--- config.mk ---
export PLATFORM = sky130hd
export DESIGN_NAME = usart_rx
export DESIGN_NICKNAME = d
export VERILOG_FILES = /design/src/core/usart_rx_pkg.sv /design/src/core/usart_rx.sv
export SDC_FILE = /design/constraint.sdc
export NUM_CORES = 1
export LEC_CHECK = 0
export BUFFER_PORTS_ARGS = -buffer_cell sky130_fd_sc_hd__clkbuf_2
export CELL_PAD_IN_SITES_DETAIL_PLACEMENT = 1
export CELL_PAD_IN_SITES_GLOBAL_PLACEMENT = 2
export CORE_ASPECT_RATIO = 0.75
export CORE_MARGIN = 2
export CORE_UTILIZATION = 35
export DETAILED_ROUTE_END_ITERATION = 10
export PLACE_DENSITY_LB_ADDON = 0.1
export SLEW_MARGIN = 10
export SYNTH_ARGS = -nofsm -noshare
export SYNTH_HDL_FRONTEND = slang
export SYNTH_SLANG_ARGS = --single-unit
--- constraint.sdc ---
create_clock -name aclk -period 3.8 [get_ports aclk]
set_clock_uncertainty 0.05 [all_clocks]
set_input_delay 0.19 -clock aclk [delete_from_list [all_inputs] [get_ports aclk]]
set_output_delay 0.19 -clock aclk [all_outputs]
set_load 0.01 [all_outputs]
--- src/core/usart_rx_pkg.sv ---
// Shared constants and types for the serial receiver with address detect
package usart_rx_pkg;

  // ****************************************************************
  // Register indices (byte address is four times the index)
  // ****************************************************************
  localparam logic [9:0] IDX_IRQ_FLAGS    = 10'h00C;
  localparam logic [9:0] IDX_RX_STATUS    = 10'h018;
  localparam logic [9:0] IDX_RX_DATA      = 10'h01A;
  localparam logic [9:0] IDX_IRQ_ENABLES  = 10'h08C;
  localparam logic [9:0] IDX_TX_STATUS    = 10'h098;
  localparam logic [9:0] IDX_BAUD_DIVISOR = 10'h099;

  // ****************************************************************
  // Field positions
  // ****************************************************************
  localparam int BIT_RX_IRQ      = 5;
  localparam int BIT_PORT_EN     = 7;
  localparam int BIT_NINE_BIT    = 6;
  localparam int BIT_SINGLE_RX   = 5;
  localparam int BIT_CONT_RX     = 4;
  localparam int BIT_ADDR_DET    = 3;
  localparam int BIT_FRAME_ERR   = 2;
  localparam int BIT_OVERRUN     = 1;
  localparam int BIT_NINTH       = 0;
  localparam int BIT_SYNC_MODE   = 4;
  localparam int BIT_HIGH_SPEED  = 2;
  localparam int BIT_SHIFT_EMPTY = 1;

  // ****************************************************************
  // Reset values and timing counts
  // ****************************************************************
  localparam logic [7:0] RST_TX_STATUS   = 8'h02;
  localparam logic [7:0] RST_BYTE        = 8'h00;
  localparam logic [3:0] OS_START_MID    = 4'h7;
  localparam logic [3:0] OS_BIT_LAST     = 4'hF;
  localparam logic [1:0] LOW_SPEED_LAST  = 2'h3;
  localparam logic [1:0] FIFO_DEPTH      = 2'h2;
  localparam logic [3:0] BITS_EIGHT      = 4'h7;
  localparam logic [3:0] BITS_NINE       = 4'h8;
  localparam logic [1:0] RESP_OKAY       = 2'h0;
  localparam logic [1:0] RESP_SLVERR     = 2'h2;

  // ****************************************************************
  // Types
  // ****************************************************************
  typedef enum logic [1:0] {RX_IDLE, RX_START, RX_DATA, RX_STOP} rx_state_e;

  typedef struct packed {
    logic       framing_error_flag;
    logic       ninth;
    logic [7:0] data;
  } rx_entry_s;

  typedef struct packed {
    logic        port_en;
    logic        nine_bit;
    logic        single_rx;
    logic        cont_rx;
    logic        addr_det;
    logic        sync_mode;
    logic        high_speed;
    logic        rx_irq_en;
    logic [7:0]  baud_divisor;
  } ctl_s;

endpackage

--- src/core/usart_rx.sv ---
// Serial receiver with nine-bit frames, address detect and AXI4-Lite registers
//
// Our own choice: the AXI4-Lite register port.
`timescale 1ns/1ns
// Contract
// Software clears sync mode and sets port enable after programming the divisor.
// Frames are received only while continuous receive enable bit 4 is set; the code also receives while single receive enable bit 5 is set.
// Completed reception sets the flag; interrupt only when its enable is set.
// Software reads status for ninth bit and errors before the data register.
// Clearing continuous receive enable resets the receiver error state.
// Nine-bit enable receives 9 bits; ninth goes to the status ninth field.
// Address detect bit 3 together with nine-bit enable turns detection on.
// With detection, ninth bit copied and flag set only if it is 1.
// Transmitter marks address frames with ninth bit 1, data with 0.
// Master sends an address frame before data frames to a slave.
// With detection, ninth-bit-0 frames are not buffered and raise nothing.
// Ignored frame in the shift register is overwritten by the next one.
// Address detect has no effect outside nine-bit frames.
// Without detection every frame is buffered, ninth bit left to software.
// Addressed slave software clears address detect and the receive flag.
// Address-detect reception works with continuous or single receive enable.
// Flag clears only when data has been read and buffer is empty.
// Third frame with full buffer sets overrun bit 1 and is lost.
// While overrun is set, no transfer into the receive buffer happens.
// Stop bit low sets framing error bit 2, buffered with each byte.
// Frame: low start, data LSB first, optional ninth, high stop.
module usart_rx (
  input  wire logic        aclk,
  input  wire logic        aresetn,
  input  wire logic [11:0] awaddr,
  input  wire logic        awvalid,
  output logic             awready,
  input  wire logic [31:0] wdata,
  input  wire logic [3:0]  wstrb,
  input  wire logic        wvalid,
  output logic             wready,
  output logic [1:0]       bresp,
  output logic             bvalid,
  input  wire logic        bready,
  input  wire logic [11:0] araddr,
  input  wire logic        arvalid,
  output logic             arready,
  output logic [31:0]      rdata,
  output logic [1:0]       rresp,
  output logic             rvalid,
  input  wire logic        rready,
  input  wire logic        rx_pin,
  output logic             irq_request
);

  // ****************************************************************
  // State
  // ****************************************************************
  typedef struct packed {
    usart_rx_pkg::ctl_s      ctl;
    logic                    aw_got;
    logic [9:0]              aw_idx;
    logic                    w_got;
    logic [7:0]              w_byte;
    logic                    w_lane;
    logic                    bvalid;
    logic [1:0]              bresp;
    logic                    rvalid;
    logic [7:0]              rdata;
    logic [1:0]              rresp;
    logic                    sync1;
    logic                    sync2;
    logic                    sync3;
    logic                    rx_level;
    logic [7:0]              pre;
    logic [1:0]              sub;
    usart_rx_pkg::rx_state_e rx_state;
    logic [3:0]              os_cnt;
    logic [3:0]              bit_cnt;
    logic [8:0]              shift;
    usart_rx_pkg::rx_entry_s fifo0;
    usart_rx_pkg::rx_entry_s fifo1;
    logic                    head;
    logic [1:0]              count;
    logic                    overrun_error_flag;
  } state_s;

  state_s st;
  state_s next_st;

  logic                    rx_en;
  logic                    os_tick;
  logic                    frame_end;
  logic                    addr_mode;
  logic                    accept;
  logic                    push;
  logic                    pop;
  logic                    wr_fire;
  logic [9:0]              ar_idx;
  usart_rx_pkg::rx_entry_s head_entry;
  usart_rx_pkg::rx_entry_s new_entry;

  // ****************************************************************
  // Derived terms
  // ****************************************************************
  // Sync mode is outside this block, so it simply keeps the receiver idle
  assign rx_en      = st.ctl.port_en && !st.ctl.sync_mode &&
                      (st.ctl.cont_rx || st.ctl.single_rx);
  assign os_tick    = (st.pre == 8'h00) &&
                      (st.ctl.high_speed || st.sub == usart_rx_pkg::LOW_SPEED_LAST);
  assign frame_end  = (st.rx_state == usart_rx_pkg::RX_STOP) && os_tick &&
                      (st.os_cnt == usart_rx_pkg::OS_BIT_LAST);
  assign addr_mode  = st.ctl.addr_det && st.ctl.nine_bit;
  assign accept     = !addr_mode || st.shift[8];
  assign push       = frame_end && accept && !st.overrun_error_flag &&
                      (st.count != usart_rx_pkg::FIFO_DEPTH);
  assign ar_idx     = araddr[11:2];
  assign pop        = arvalid && !st.rvalid && (ar_idx == usart_rx_pkg::IDX_RX_DATA) &&
                      (st.count != 2'h0);
  assign wr_fire    = st.aw_got && st.w_got && !st.bvalid;
  assign head_entry = st.head ? st.fifo1 : st.fifo0;
  assign new_entry  = '{framing_error_flag: !st.rx_level,
                        ninth: st.ctl.nine_bit & st.shift[8],
                        data: st.shift[7:0]};

  assign awready     = !st.aw_got && !st.bvalid;
  assign wready      = !st.w_got && !st.bvalid;
  assign arready     = !st.rvalid;
  assign bvalid      = st.bvalid;
  assign bresp       = st.bresp;
  assign rvalid      = st.rvalid;
  assign rresp       = st.rresp;
  assign rdata       = {24'h000000, st.rdata};
  assign irq_request = (st.count != 2'h0) && st.ctl.rx_irq_en;

  // ****************************************************************
  // Next state
  // ****************************************************************
  always_comb begin
    next_st = st;
    // Three-stage pin capture; a level counts once stages two and three agree
    {next_st.sync3, next_st.sync2, next_st.sync1} = {st.sync2, st.sync1, rx_pin};
    if (st.sync2 == st.sync3) begin
      next_st.rx_level = st.sync3;
    end
    // Baud generator held in reset while receive is off
    if (!rx_en) begin
      next_st.pre = st.ctl.baud_divisor;
      next_st.sub = 2'h0;
    end else if (st.pre == 8'h00) begin
      next_st.pre = st.ctl.baud_divisor;
      next_st.sub = st.sub + 2'h1;
    end else begin
      next_st.pre = st.pre - 8'h01;
    end
    // Frame recovery, sixteen samples per bit
    if (!rx_en) begin
      next_st.rx_state = usart_rx_pkg::RX_IDLE;
    end else begin
      case (st.rx_state)
        usart_rx_pkg::RX_IDLE: begin
          if (!st.rx_level) begin
            next_st.rx_state = usart_rx_pkg::RX_START;
            next_st.os_cnt   = 4'h0;
            next_st.bit_cnt  = 4'h0;
          end
        end
        usart_rx_pkg::RX_START: begin
          if (os_tick) begin
            next_st.os_cnt = st.os_cnt + 4'h1;
            if (st.os_cnt == usart_rx_pkg::OS_START_MID) begin
              next_st.os_cnt   = 4'h0;
              // Old ignored frame is dropped here, not kept around
              next_st.shift    = 9'h000;
              next_st.rx_state = st.rx_level ? usart_rx_pkg::RX_IDLE : usart_rx_pkg::RX_DATA;
            end
          end
        end
        usart_rx_pkg::RX_DATA: begin
          if (os_tick) begin
            next_st.os_cnt = st.os_cnt + 4'h1;
            if (st.os_cnt == usart_rx_pkg::OS_BIT_LAST) begin
              next_st.shift[st.bit_cnt] = st.rx_level;
              next_st.bit_cnt           = st.bit_cnt + 4'h1;
              if (st.bit_cnt == (st.ctl.nine_bit ? usart_rx_pkg::BITS_NINE
                                                 : usart_rx_pkg::BITS_EIGHT)) begin
                next_st.rx_state = usart_rx_pkg::RX_STOP;
              end
            end
          end
        end
        usart_rx_pkg::RX_STOP: begin
          if (os_tick) begin
            next_st.os_cnt = st.os_cnt + 4'h1;
            if (st.os_cnt == usart_rx_pkg::OS_BIT_LAST) begin
              next_st.rx_state = usart_rx_pkg::RX_IDLE;
              if (!st.ctl.cont_rx) begin
                next_st.ctl.single_rx = 1'b0;
              end
            end
          end
        end
        default: begin
          next_st.rx_state = usart_rx_pkg::RX_IDLE;
        end
      endcase
    end
    // Two-deep receive buffer; the receive flag clears only once software reads have emptied it
    if (push) begin
      if (st.head ^ st.count[0]) begin
        next_st.fifo1 = new_entry;
      end else begin
        next_st.fifo0 = new_entry;
      end
    end
    next_st.head  = st.head ^ pop;
    next_st.count = st.count + {1'b0, push} - {1'b0, pop};
    if (frame_end && accept && !st.overrun_error_flag && st.count == usart_rx_pkg::FIFO_DEPTH) begin
      next_st.overrun_error_flag = 1'b1;
    end
    if (!st.ctl.cont_rx) begin
      next_st.overrun_error_flag = 1'b0;
    end
    // Write channel: address and data may arrive in either order
    if (awvalid && awready) begin
      next_st.aw_got = 1'b1;
      next_st.aw_idx = awaddr[11:2];
    end
    if (wvalid && wready) begin
      next_st.w_got  = 1'b1;
      next_st.w_byte = wdata[7:0];
      next_st.w_lane = wstrb[0];
    end
    if (wr_fire) begin
      next_st.aw_got = 1'b0;
      next_st.w_got  = 1'b0;
      next_st.bvalid = 1'b1;
      next_st.bresp  = usart_rx_pkg::RESP_OKAY;
      case (st.aw_idx)
        usart_rx_pkg::IDX_RX_STATUS: begin
          if (st.w_lane) begin
            next_st.ctl.port_en   = st.w_byte[usart_rx_pkg::BIT_PORT_EN];
            next_st.ctl.nine_bit  = st.w_byte[usart_rx_pkg::BIT_NINE_BIT];
            next_st.ctl.single_rx = st.w_byte[usart_rx_pkg::BIT_SINGLE_RX];
            next_st.ctl.cont_rx   = st.w_byte[usart_rx_pkg::BIT_CONT_RX];
            next_st.ctl.addr_det  = st.w_byte[usart_rx_pkg::BIT_ADDR_DET];
          end
        end
        usart_rx_pkg::IDX_IRQ_ENABLES: begin
          if (st.w_lane) begin
            next_st.ctl.rx_irq_en = st.w_byte[usart_rx_pkg::BIT_RX_IRQ];
          end
        end
        usart_rx_pkg::IDX_TX_STATUS: begin
          if (st.w_lane) begin
            next_st.ctl.sync_mode  = st.w_byte[usart_rx_pkg::BIT_SYNC_MODE];
            next_st.ctl.high_speed = st.w_byte[usart_rx_pkg::BIT_HIGH_SPEED];
          end
        end
        usart_rx_pkg::IDX_BAUD_DIVISOR: begin
          if (st.w_lane) begin
            next_st.ctl.baud_divisor = st.w_byte;
          end
        end
        // Flags and data are read-only; writes there are ignored quietly
        usart_rx_pkg::IDX_IRQ_FLAGS, usart_rx_pkg::IDX_RX_DATA: begin
          next_st.bresp = usart_rx_pkg::RESP_OKAY;
        end
        default: begin
          next_st.bresp = usart_rx_pkg::RESP_SLVERR;
        end
      endcase
    end
    if (st.bvalid && bready) begin
      next_st.bvalid = 1'b0;
    end
    // Read channel; reading data pops the buffer and exposes the next status
    if (arvalid && arready) begin
      next_st.rvalid = 1'b1;
      next_st.rresp  = usart_rx_pkg::RESP_OKAY;
      next_st.rdata  = 8'h00;
      case (ar_idx)
        usart_rx_pkg::IDX_IRQ_FLAGS: begin
          next_st.rdata[usart_rx_pkg::BIT_RX_IRQ] = (st.count != 2'h0);
        end
        usart_rx_pkg::IDX_RX_STATUS: begin
          next_st.rdata = {st.ctl.port_en, st.ctl.nine_bit, st.ctl.single_rx,
                           st.ctl.cont_rx, st.ctl.addr_det,
                           (st.count != 2'h0) && head_entry.framing_error_flag, st.overrun_error_flag,
                           (st.count != 2'h0) && head_entry.ninth};
        end
        usart_rx_pkg::IDX_RX_DATA: begin
          next_st.rdata = (st.count != 2'h0) ? head_entry.data : 8'h00;
        end
        usart_rx_pkg::IDX_IRQ_ENABLES: begin
          next_st.rdata[usart_rx_pkg::BIT_RX_IRQ] = st.ctl.rx_irq_en;
        end
        usart_rx_pkg::IDX_TX_STATUS: begin
          next_st.rdata[usart_rx_pkg::BIT_SYNC_MODE]   = st.ctl.sync_mode;
          next_st.rdata[usart_rx_pkg::BIT_HIGH_SPEED]  = st.ctl.high_speed;
          next_st.rdata[usart_rx_pkg::BIT_SHIFT_EMPTY] = 1'b1;
        end
        usart_rx_pkg::IDX_BAUD_DIVISOR: begin
          next_st.rdata = st.ctl.baud_divisor;
        end
        default: begin
          next_st.rresp = usart_rx_pkg::RESP_SLVERR;
        end
      endcase
    end else if (st.rvalid && rready) begin
      next_st.rvalid = 1'b0;
    end
  end

  // ****************************************************************
  // Registers
  // ****************************************************************
  always_ff @(posedge aclk) begin
    if (!aresetn) begin
      st                  <= '0;
      st.ctl.high_speed   <= usart_rx_pkg::RST_TX_STATUS[usart_rx_pkg::BIT_HIGH_SPEED];
      st.ctl.baud_divisor <= usart_rx_pkg::RST_BYTE;
      {st.sync1, st.sync2, st.sync3, st.rx_level} <= 4'hF;
      st.rx_state         <= usart_rx_pkg::RX_IDLE;
    end else begin
      st <= next_st;
    end
  end
endmodule

* Word-level counts from Yosys, hierarchy flattened *
Cells that the tools add are included.

storage, ports and cells
  output and inout bits = 42
  logic and storage cells = 188
  input bits = 68
  bits in registers = 108

cells by class
  mux-type cells = 49
  bitwise gates (word level) = 5
  $lt $le $gt $ge = 2
  add/sub/neg operators = 6
  reduce and logical (&&, ||, !) cells = 58
  equal/unequal tests = 30

operators with widths
  cell                   count
  $eq A10 B8 Y1 const B  6
  $eq A10 B5 Y1 const B  4
  $mux W8                4
  $mux W10               3
  $logic_and A1 B1 Y1    25
  $pmux W6 S4            1
  $eq A10 B4 Y1 const B  2
  $mux W19               1
  $mux W2                9
  $mux W6                3
  $mux W9                2
  $pmux W9 S2            1
  $ne A2 B2 Y1 const B   8
  $mux W15               1
  $mux W13               1
  $reduce_and A3 Y1      4
  $reduce_or A6 Y1       2
  $mux W11               1
  $mux W1                10
  $reduce_and A5 Y1      2
  $bwmux W9              1
  $add A4 B1 Y4 const B  2
  $eq A2 B2 Y1 const B   4
  $logic_not A1 Y1       8
  32 further kinds       45

* Logic depth before layout (Yosys ltp) *
Gate-level depths: netlist (run 1).

  depth in word-level cells = 10
  gate-level depth with buffers = 13
  mapped depth without buffers = 12

* Least setup slack after synthesis (run 1) *
No wires, ideal clock.

  kind = register to register
  start point = register st[45] (netlist name)
  end point = register st[2] (netlist name)
  path buffers = 1
  slack = 1.321 ns
  library setup time = 0.128 ns
  clock period less this slack = 2.479 ns
  stages on the path, launching flop included = 14
  data required time = 3.622 ns
  data arrival time = 2.301 ns
  path through = dfxtp_1 -> inv_1 -> ha_1 -> nor3b_4 -> o2111ai_1 -> buf_2 -> nor3_1 -> o21ai_0 -> ha_1 -> inv_1 -> ha_1 -> xnor2_1 -> xnor2_1 -> nor2_1

between the ends
  longest elaborated chain between the ends = 9

RTL lines
  what                              line             text
  from (decl)                       usart_rx.sv:83   state_s st;
  from (signal assigned)            usart_rx.sv:321  st <= next_st;
  $logic_not A8 Y1                  usart_rx.sv:104  assign os_tick = (st.pre == 8'h00) &&
  $logic_and A1 B1 Y1               usart_rx.sv:104
  $logic_and A1 B1 Y1 (2 in a row)  usart_rx.sv:106  assign frame_end = (st.rx_state == usart_rx_pkg::RX_STOP) && os_tick &&
  $logic_and A1 B1 Y1 (3 in a row)  usart_rx.sv:110  assign push = frame_end && accept && !st.overrun_error_flag &&
  $add A2 B1 Y2                     usart_rx.sv:212  next_st.count = st.count + {1'b0, push} - {1'b0, pop};
  $sub A2 B1 Y2                     usart_rx.sv:212

No other way between the ends.
A chain may end at the register's enable or synchronous reset.

* Final worst setup path (run 1) *
  start point = register st[37] (netlist name)
  end point = register st[2] (netlist name)

between the ends
  longest elaborated chain between the ends = 7

RTL lines
  what                              line             text
  $eq A4 B4 Y1                      usart_rx.sv:107  (st.os_cnt == usart_rx_pkg::OS_BIT_LAST);
  $logic_and A1 B1 Y1               usart_rx.sv:106
  $logic_and A1 B1 Y1 (3 in a row)  usart_rx.sv:110
  $add A2 B1 Y2                     usart_rx.sv:212
  $sub A2 B1 Y2                     usart_rx.sv:212

No other way between the ends.

==> results of run 1 <==
==> logic make-up (layout without fill, tap and decap cells) <==
group	count (synthesis)	count (layout)	synth area share, %
and+or+nand+nor	261	261	24.8
AOI/OAI and AO/OA	126	126	15.4
DFF	106	106	40.2
buffers and inverters	83	103	8.73
muxes	37	37	7.16
adders and majority gates	9	9	2.13
xor gates and xnor gates	9	9	1.49
other	1	26	0.0711
==> Yosys cell counts, drive strengths merged, types with 2 or more instances <==
cell / n
o311a: 2
or4: 4
o22ai: 3
or2: 2
nand3: 19
inv: 13
a22oi: 4
and3b: 2
nand2b: 8
o21ai: 18
or3b: 2
a211oi: 11
buf: 44
a221oi: 2
nor3: 17
nand2: 97
and2: 7
clkbuf: 26
a311oi: 2
or4b: 3
nor3b: 6
a22o: 2
a32oi: 2
nor2: 61
xnor2: 7
o211ai: 3
nor4: 8
nand4: 12
or3: 3
nor2b: 5
dfxtp: 106
mux2: 6
a31oi: 2
a21o: 3
mux2i: 31
a21oi: 54
o31ai: 4
ha: 9
xor2: 2
o41ai: 2
==> layout make-up <==
cell class | count | area (µm²) | share of cell area (%)
clock inverters | 6 | 73.8 | 1.23
clock buffers | 10 | 239 | 4.00
repair buffers | 74 | 458 | 7.66
flip-flops and latches | 106 | 2120 | 35.5
inverters | 13 | 48.8 | 0.816
multi-input cells | 468 | 2790 | 46.6
well taps | 200 | 250 | 4.18
==> flip-flops by register name (all words and copies together), names as in the netlist, named ones only <==
name and cells:
rdata 8, bvalid 1, bresp 1, new_entry 8, next_st 2, st 83
rresp 1, rvalid 1
==> worst max-delay path, cell delays in order, from the launching register on <==
cell and delay (ns):
dfxtp_1 0.38, ha_1 0.26, nand2_1 0.21, a311o_1 0.45, nor3_1 0.28, o21ai_0 0.15
ha_1 0.29, inv_1 0.04, ha_1 0.17, xnor2_1 0.18, xnor2_1 0.17, nor2_1 0.05
==> how the worst max path moves through the flow <==
| stage | startpoint | end | slack [ns] | depth (start not counted) |
|---|---|---|---|---|
| after detailed placement | st[37] | st[2] | 1.04 | 11 |
| after floorplan | st[45] | st[2] | 1.32 | 13 |
| after global placement | st[45] | st[2] | 1.13 | 14 |
| after global routing | st[45] | st[2] | 0.73 | 14 |
| final | st[37] | st[2] | 0.99 | 11 |
| after CTS | st[37] | st[2] | 1.04 | 11 |
==> metrics by stage <==
stage,cell area [µm²],hold WS (ns)
floorplan,5370,0.239
global placement,5540,0.329
detailed placement,5540,0.334
CTS,5980,0.000771
global route,5980,0.0161
finish,5980,0.0116
==> where the power goes <==
group / switching (mW) / internal (mW) / total (mW) / leakage [nW]
Clock: 0.451 / 0.538 / 0.989 / 0.147
Sequential: 0.0180 / 1.13 / 1.15 / 0.859
Combinational: 0.0963 / 0.0562 / 0.153 / 1.24
Total: 0.565 / 1.73 / 2.29 / 2.25
==> routing by layer <==
metal / global-route usage (%) / routed length [µm]
met3: 3.74 / 531
met2: 30.2 / 6190
met4: 5.32 / 168
met1: 26.0 / 7390
met5: 0 / 0
==> flow_summary.ini, run 1 <==
[cts]
postCtsSetupBuffers = 0
cts_tree = yes
cts_buffer_depth = 2
numCtsBuffers = 9
htree_num_levels = 3
clk_latency_ns = 0.36
clk_pin_slew_ns = 0.07
cts.sinks = 106
holdBufCountCts = 13
ctsResizeCount = 0
clock-root-buffer = clkbuf_16

[global_routing]
grtUsageTotal_pct = 18.8
grt_max_degree = 36
grt_pass1_vias = 4519
grt_pass1_wl_mm = 23.8
antenna_found_initial = 0
grt_overflow_total = 0

[timing]
rsz0062_at_grt = false
fmax_mhz = 356
relSlewSlack_pct = 48.8
finalSetupTns_ns = 0
setup_slack_ns = 0.991
hold_viol = 0
setup_viol = 0
worst_pin_slew_ns = 0.767
period_minus_slack_ns = 2.81
maxSlewViolCount = 0
timing.final.crit_share_pct = 73.9

[setup_path]
start_kind = flip-flop
crit_type = flip-flop to flip-flop
r2r-end = st[2]
path_max_fanout = 5
worstReg2RegStart = st[37]
worst_setup_path_end_kind = flip-flop
r2r.worst_path.cells = 11
reg2reg_slack_ns = 0.99
worstPathArrival_ns = 2.99
cp.required_ns = 3.98

[logic_synthesis]
synth_edf_count = 0
ys_dominant_reg_cell = dfxtp_1
synthArstFlopShare_pct = 0
synth_area_leaders = dfxtp_1 40%, nand2_1 6.9%, mux2i_1 5.9%
netlist-cell-type-count = 74
yosys_warnings = 0
syn_inst = 632
yosysTopAreaCellShare_pct = 40.2
seq_area_frac_synth_pct = 40.2
avgSynthCellArea_um2 = 8.35
synth_area_mm2 = 0.00528
synth_area_leader_cell = dfxtp_1
ys_ff_latch = 106

[job]
maxCapViolCount = 0

[layout]
finish.utilization_pct = 41.0
fill_cells = 1774
num_antenna_cells = 0
instances_no_fill = 877
layout.nets = 749
most-common-layout-cells = 106 x dfxtp_1, 97 x nand2_1, 60 x nor2_1
drive_above_1_share_pct = 14.6
final_common_cell = dfxtp_1
syn_to_final_growth_pct = 13.3

[drt]
vias = 4475
dr.pass1.iters = 4
ant_nets = 0
drt_iter0_drc = 205
drc = 0
viasPerCell = 5.10
routed_wl_mm = 14.3
wl_per_cell_um = 16.3

[floorplan]
ios = 110
die_x_um = 146
core-area_mm2 = 0.0146
rows = 38
start_util_pct = 36.1
die_h_um = 110
fp.dieArea_mm2 = 0.0161

[min_path]
hold_depth = 3
hold_end = st[90]
worstHoldStart = awaddr[11]
hold_class = input port to flip-flop

[placed_design]
port_buffers = 52
routabilityCongestion = 0.780
dp.cells = 848
post-place-ws_ns = 1.04
hpwlAfterDp_mm = 10.8

[power_and_ir_drop]
power_mw = 2.29
power_density_mw_per_mm2 = 383
power.leakage_nw = 2.25
vdd_drop_max_uv = 184

[run_status]
status = completed
No activity file was read; power rests on OpenSTA's default activity.
==> run 2: changes to the inputs <==
- CORE_UTILIZATION: 35 -> 32
- clock period: 3.8 -> 2.9 ns (I/O delays scaled with it)
==> run 2 against run 1 <==
Sequential power up 31%. Register-to-register slack got worse by 0.69 ns. Sequential cell count unchanged. Largest power group unchanged. Largest cell class unchanged. Critical path type unchanged.
==> flow_summary.ini, run 2 (synthesis results as in run 1) <==
[global_routing]
grt_pass1_vias = 4610
grt_max_degree = 52
grt_pass1_wl_mm = 24.9
antenna_found_initial = 1
grt_overflow_total = 0
grtUsageTotal_pct = 18.0

[placed_design]
port_buffers = 52
dp.cells = 859
routabilityCongestion = 0.778
hpwlAfterDp_mm = 11.3

[setup_path]
crit_type = flip-flop to flip-flop
reg2reg_slack_ns = 0.30
crit_top_cell = ha_1
crit_path_start = st[37]
cp_cell_sequence = ha_1 -> nand2_2 -> a311o_1 -> nor3_2 -> o21ai_0 -> ha_1 -> inv_1 -> ha_1 -> xnor2_1 -> xnor2_1 -> nor2_1
r2r.worst_path.cells = 11
cpPeakStageDelay_ns = 0.43
worstPathArrival_ns = 2.78
crit_cells = 11
cp.required_ns = 3.08
cp_top_family = adder cells
cp_slowest_cell = a311o_1
worstReg2RegStart = st[37]
worst_setup_path_end_kind = flip-flop
start_kind = flip-flop
r2r-end = st[2]
crit_buf_inv = 1
path_max_fanout = 5
crit_end = st[2]

[timing]
rsz0062_at_grt = false
maxSlewViolCount = 0
timing.final.crit_share_pct = 89.8
worst_pin_slew_ns = 0.805
period_minus_slack_ns = 2.60
fmax_mhz = 384
relSlewSlack_pct = 46.2
finalSetupTns_ns = 0
setup_viol = 0
hold_viol = 0

[cts]
htree_num_levels = 3
clk_latency_ns = 0.36
clock-root-buffer = clkbuf_16
cts_buffer_depth = 2
cts_tree = yes
numCtsBuffers = 9
clk_pin_slew_ns = 0.07
cts.sinks = 106
postCtsSetupBuffers = 0

[drt]
routed-wl-met2_mm = 6.35
drt_iter0_drc = 164
met1_length_mm = 7.80
vias = 4483
wl_per_cell_um = 16.7
dr.max_layer_used = met4
ant_nets = 0
dr_wl_met3_um = 746
routed_wl_mm = 15.0
viasPerCell = 5.00
dr.pass1.iters = 4
drc = 0

[layout]
instances_no_fill = 897
finish.utilization_pct = 37.8
syn_to_final_growth_pct = 15.0
regArea_mm2 = 0.00212
fill_cells = 1920
final_common_cell = dfxtp_1
multi_input_area_mm2 = 0.00280
drive_above_1_share_pct = 14.6
largest_reg_flops = 83
layout.nets = 759
num_antenna_cells = 0
largest_register = st
most-common-layout-cells = 106 x dfxtp_1, 96 x nand2_1, 60 x nor2_1

[power_and_ir_drop]
vdd_drop_max_uv = 244
power_density_mw_per_mm2 = 481
power.leakage_nw = 2.29
power_mw = 2.92
internal-power_mw = 2.20
pwr-share-comb_pct = 7.2
p_sw_share_pct = 24.7
clockPowerShare_pct = 41.1
seqPwrFrac_pct = 51.7
switchingPower_uw = 721

[floorplan]
start_util_pct = 32.8
die_x_um = 152
rows = 40
fp.dieArea_mm2 = 0.0175
die_h_um = 115
ios = 110
core-area_mm2 = 0.0161

[job]
maxCapViolCount = 0

[run_status]
status = completed

[min_path]
hold_class = input port to flip-flop
run 2: area by class of cell:
cell class	count	share of cell area, %
Tap cell	210	4.33
Clock inverter	3	0.371
Timing Repair Buffer	84	9.16
Clock buffer	13	4.29
Sequential cell	106	35.0
Inverter	13	0.804
Multi-Input combinational cell	468	46.1
run 2: worst register-to-register path: cells and delay by family (launching register included):
kind            cells  cell delay (ns)
compound gates      2             0.56
xor+xnor            2             0.31
fa+ha+maj           3             0.75
buf+inv             1             0.04
flops               1             0.37
simple gates        3             0.41
run 2: what timing repair did:
action,4_1_cts,5_1_grt
resized for setup,0,2
hold buffers,22,0
endpoints found under the setup margin,0,1
hold endpoints to repair,22,0
run 2: how the worst min path moves through the flow:
stage                     cells after the start     endpoint     from
final                                         3       rvalid  arvalid
after global routing                          3       rvalid  arvalid
after CTS                                     3       rvalid  arvalid
after detailed placement                      2       rvalid   rready
after global placement                        2  next_st[55]   rx_pin
after floorplan                               1       rvalid   rready
run 2: layer usage:
metal / global-route usage (%) / up-vias
met5: 0 / -
met4: 3.18 / 0
met3: 4.49 / 6
met2: 27.9 / 97
met1: 25.6 / 2123
li1: - / 2257
run 2: metrics by stage:
| stage | setup WS [ns] | area (µm²) | hold WS, ns |
|---|---|---|---|
| final | 0.297 | 6070 | 0.0139 |
| after detailed placement | 0.124 | 5560 | 0.299 |
| after global placement | 0.249 | 5560 | 0.284 |
| after CTS | 0.111 | 6060 | 0.00161 |
| after global routing | 0.0545 | 6070 | 0.00556 |
| after floorplan | 0.421 | 5370 | 0.194 |
run 2: power by group through the flow:
stage	combinational, mW	sequential [mW]	clock (mW)
after floorplan	0.154	1.53	0
after global placement	0.185	1.54	0
after detailed placement	0.188	1.54	0
after CTS	0.212	1.51	1.24
after global routing	0.236	1.51	1.30
final	0.210	1.51	1.20
==> run 3: changes to the inputs <==
- PLACE_DENSITY: unset -> 0.78
- PLACE_DENSITY_LB_ADDON: 0.1 -> unset
==> run 3 against run 2 <==
Largest power group unchanged. Non-clock buffer count increased by 2. Sequential power about the same. Largest cell class unchanged. Critical path type unchanged. Hold slack improved by 0.041 ns.
==> flow_summary.ini, run 3 (synthesis results as in run 1) <==
[timing]
setup_viol = 0
period_minus_slack_ns = 2.70
rsz0062_at_grt = false
hold_viol = 0
maxSlewViolCount = 0
finalSetupTns_ns = 0
setup_slack_ns = 0.204
relSlewSlack_pct = 46.8
timing.final.crit_share_pct = 93.0
fmax_mhz = 371
worst_pin_slew_ns = 0.797

[floorplan]
fp.dieArea_mm2 = 0.0175
core-area_mm2 = 0.0161
start_util_pct = 32.8
die_x_um = 152
die_h_um = 115
ios = 110
rows = 40

[layout]
instances_no_fill = 899
regArea_mm2 = 0.00212
largest_reg_flops = 83
multi_input_area_mm2 = 0.00279
finish.utilization_pct = 38.0
final_common_cell = dfxtp_1
layout.nets = 761
fill_cells = 1882
num_antenna_cells = 0
syn_to_final_growth_pct = 15.6
drive_above_1_share_pct = 14.9
most-common-layout-cells = 106 x dfxtp_1, 97 x nand2_1, 60 x nor2_1
largest_register = st

[job]
maxCapViolCount = 0

[placed_design]
dp.cells = 861
port_buffers = 52
post-place-ws_ns = 0.123
hpwlAfterDp_mm = 11.1
routabilityCongestion = 0.831

[power_and_ir_drop]
seqPwrFrac_pct = 51.5
vdd_drop_max_uv = 249
power_density_mw_per_mm2 = 480
p_sw_share_pct = 25.0
pwr-share-comb_pct = 7.2
switchingPower_uw = 732
power.leakage_nw = 2.29
clockPowerShare_pct = 41.3
internal-power_mw = 2.20

[global_routing]
grtUsageMet2_pct = 28.9
grt_use_met1_pct = 24.6
grtUsageTotal_pct = 17.8
globalRouteMet3Util_pct = 3.28
grt_max_degree = 49
grt_pass1_wl_mm = 24.8
top_usage_layer = met2
grt_overflow_total = 0
grt_pass1_vias = 4684
antenna_found_initial = 0

[cts]
cts.sinks = 106
clk_latency_ns = 0.36
clock-root-buffer = clkbuf_16
cts_buffer_depth = 2
numCtsBuffers = 9
cts_tree = yes
clk_pin_slew_ns = 0.07
htree_num_levels = 3
postCtsSetupBuffers = 0

[setup_path]
start_kind = flip-flop
path_max_fanout = 5
worstReg2RegStart = st[37]
cp_slowest_cell = a311o_1
crit_top_cell = ha_1
cp_cell_sequence = ha_1 -> nand2_1 -> a311o_1 -> nor3_2 -> o21ai_0 -> ha_1 -> inv_1 -> ha_1 -> xnor2_1 -> xnor2_1 -> nor2_1
r2r-end = st[2]
r2r.worst_path.cells = 11
worst_setup_path_end_kind = flip-flop
cp_top_family = adder cells
crit_buf_inv = 1
reg2reg_slack_ns = 0.20
crit_type = flip-flop to flip-flop
cp.required_ns = 3.09
cpPeakStageDelay_ns = 0.45
worstPathArrival_ns = 2.88

[min_path]
worstHoldStart = arvalid
hold_end = rvalid
hold_depth = 3
hold_class = input port to flip-flop

[drt]
routed_wl_mm = 15.1
viasPerCell = 5.13
wl_per_cell_um = 16.8
vias = 4611
drc = 0
dr.pass1.iters = 4
drt_iter0_drc = 227
ant_nets = 0

[run_status]
status = completed
-- run 3: worst max-delay path by stage --
stage / from / endpoint / cells after the start
global route: st[37] / st[2] / 11
global placement: st[37] / st[2] / 11
CTS: st[37] / st[2] / 11
finish: st[37] / st[2] / 11
floorplan: st[45] / st[2] / 13
detailed placement: st[37] / st[2] / 11
-- run 3: metrics by stage --
stage               hold slack (ns)  total power [mW]  instance area, µm²
finish                       0.0546              2.93                6100
global route                 0.0914              3.04                6100
CTS                          0.0440              2.96                6090
detailed placement            0.292              1.73                5580
global placement              0.282              1.72                5580
floorplan                     0.194              1.69                5370
-- run 3: worst register-to-register path, delay by kind of cell, from the launching register on --
kind,cells,cell delay (ns)
AO/OA/AOI/OAI,2,0.58
adder cells (fa/ha/maj),3,0.74
buffers and inverters,1,0.04
flip-flops,1,0.38
XOR/XNOR,2,0.33
AND/OR/NAND/NOR,3,0.45
-- run 3: power by group through the flow --
stage | clock (mW) | sequential (mW) | combinational (mW)
global route | 1.28 | 1.51 | 0.239
finish | 1.21 | 1.51 | 0.212
CTS | 1.24 | 1.51 | 0.212
floorplan | 0 | 1.53 | 0.154
global placement | 0 | 1.54 | 0.183
detailed placement | 0 | 1.54 | 0.188
-- run 3: what timing repair did --
item,CTS,global route
hold buffers,22,0
hold endpoints to repair,22,0
endpoints found under the setup margin,0,1
gates resized for setup,0,1
-- run 3: final cells by class --
class | instances | area share, %
Multi-Input combinational cell | 468 | 45.8
Sequential cell | 106 | 34.8
Clock buffer | 11 | 4.14
Tap cell | 210 | 4.31
Clock inverter | 5 | 0.595
Timing Repair Buffer | 86 | 9.56
Inverter | 13 | 0.800
-- run 3: routing by layer --
layer,up-vias,part of all wire [%]
li1,2262,-
met1,2246,51
met2,91,44
met3,12,4.0
met4,0,1.0
met5,-,0
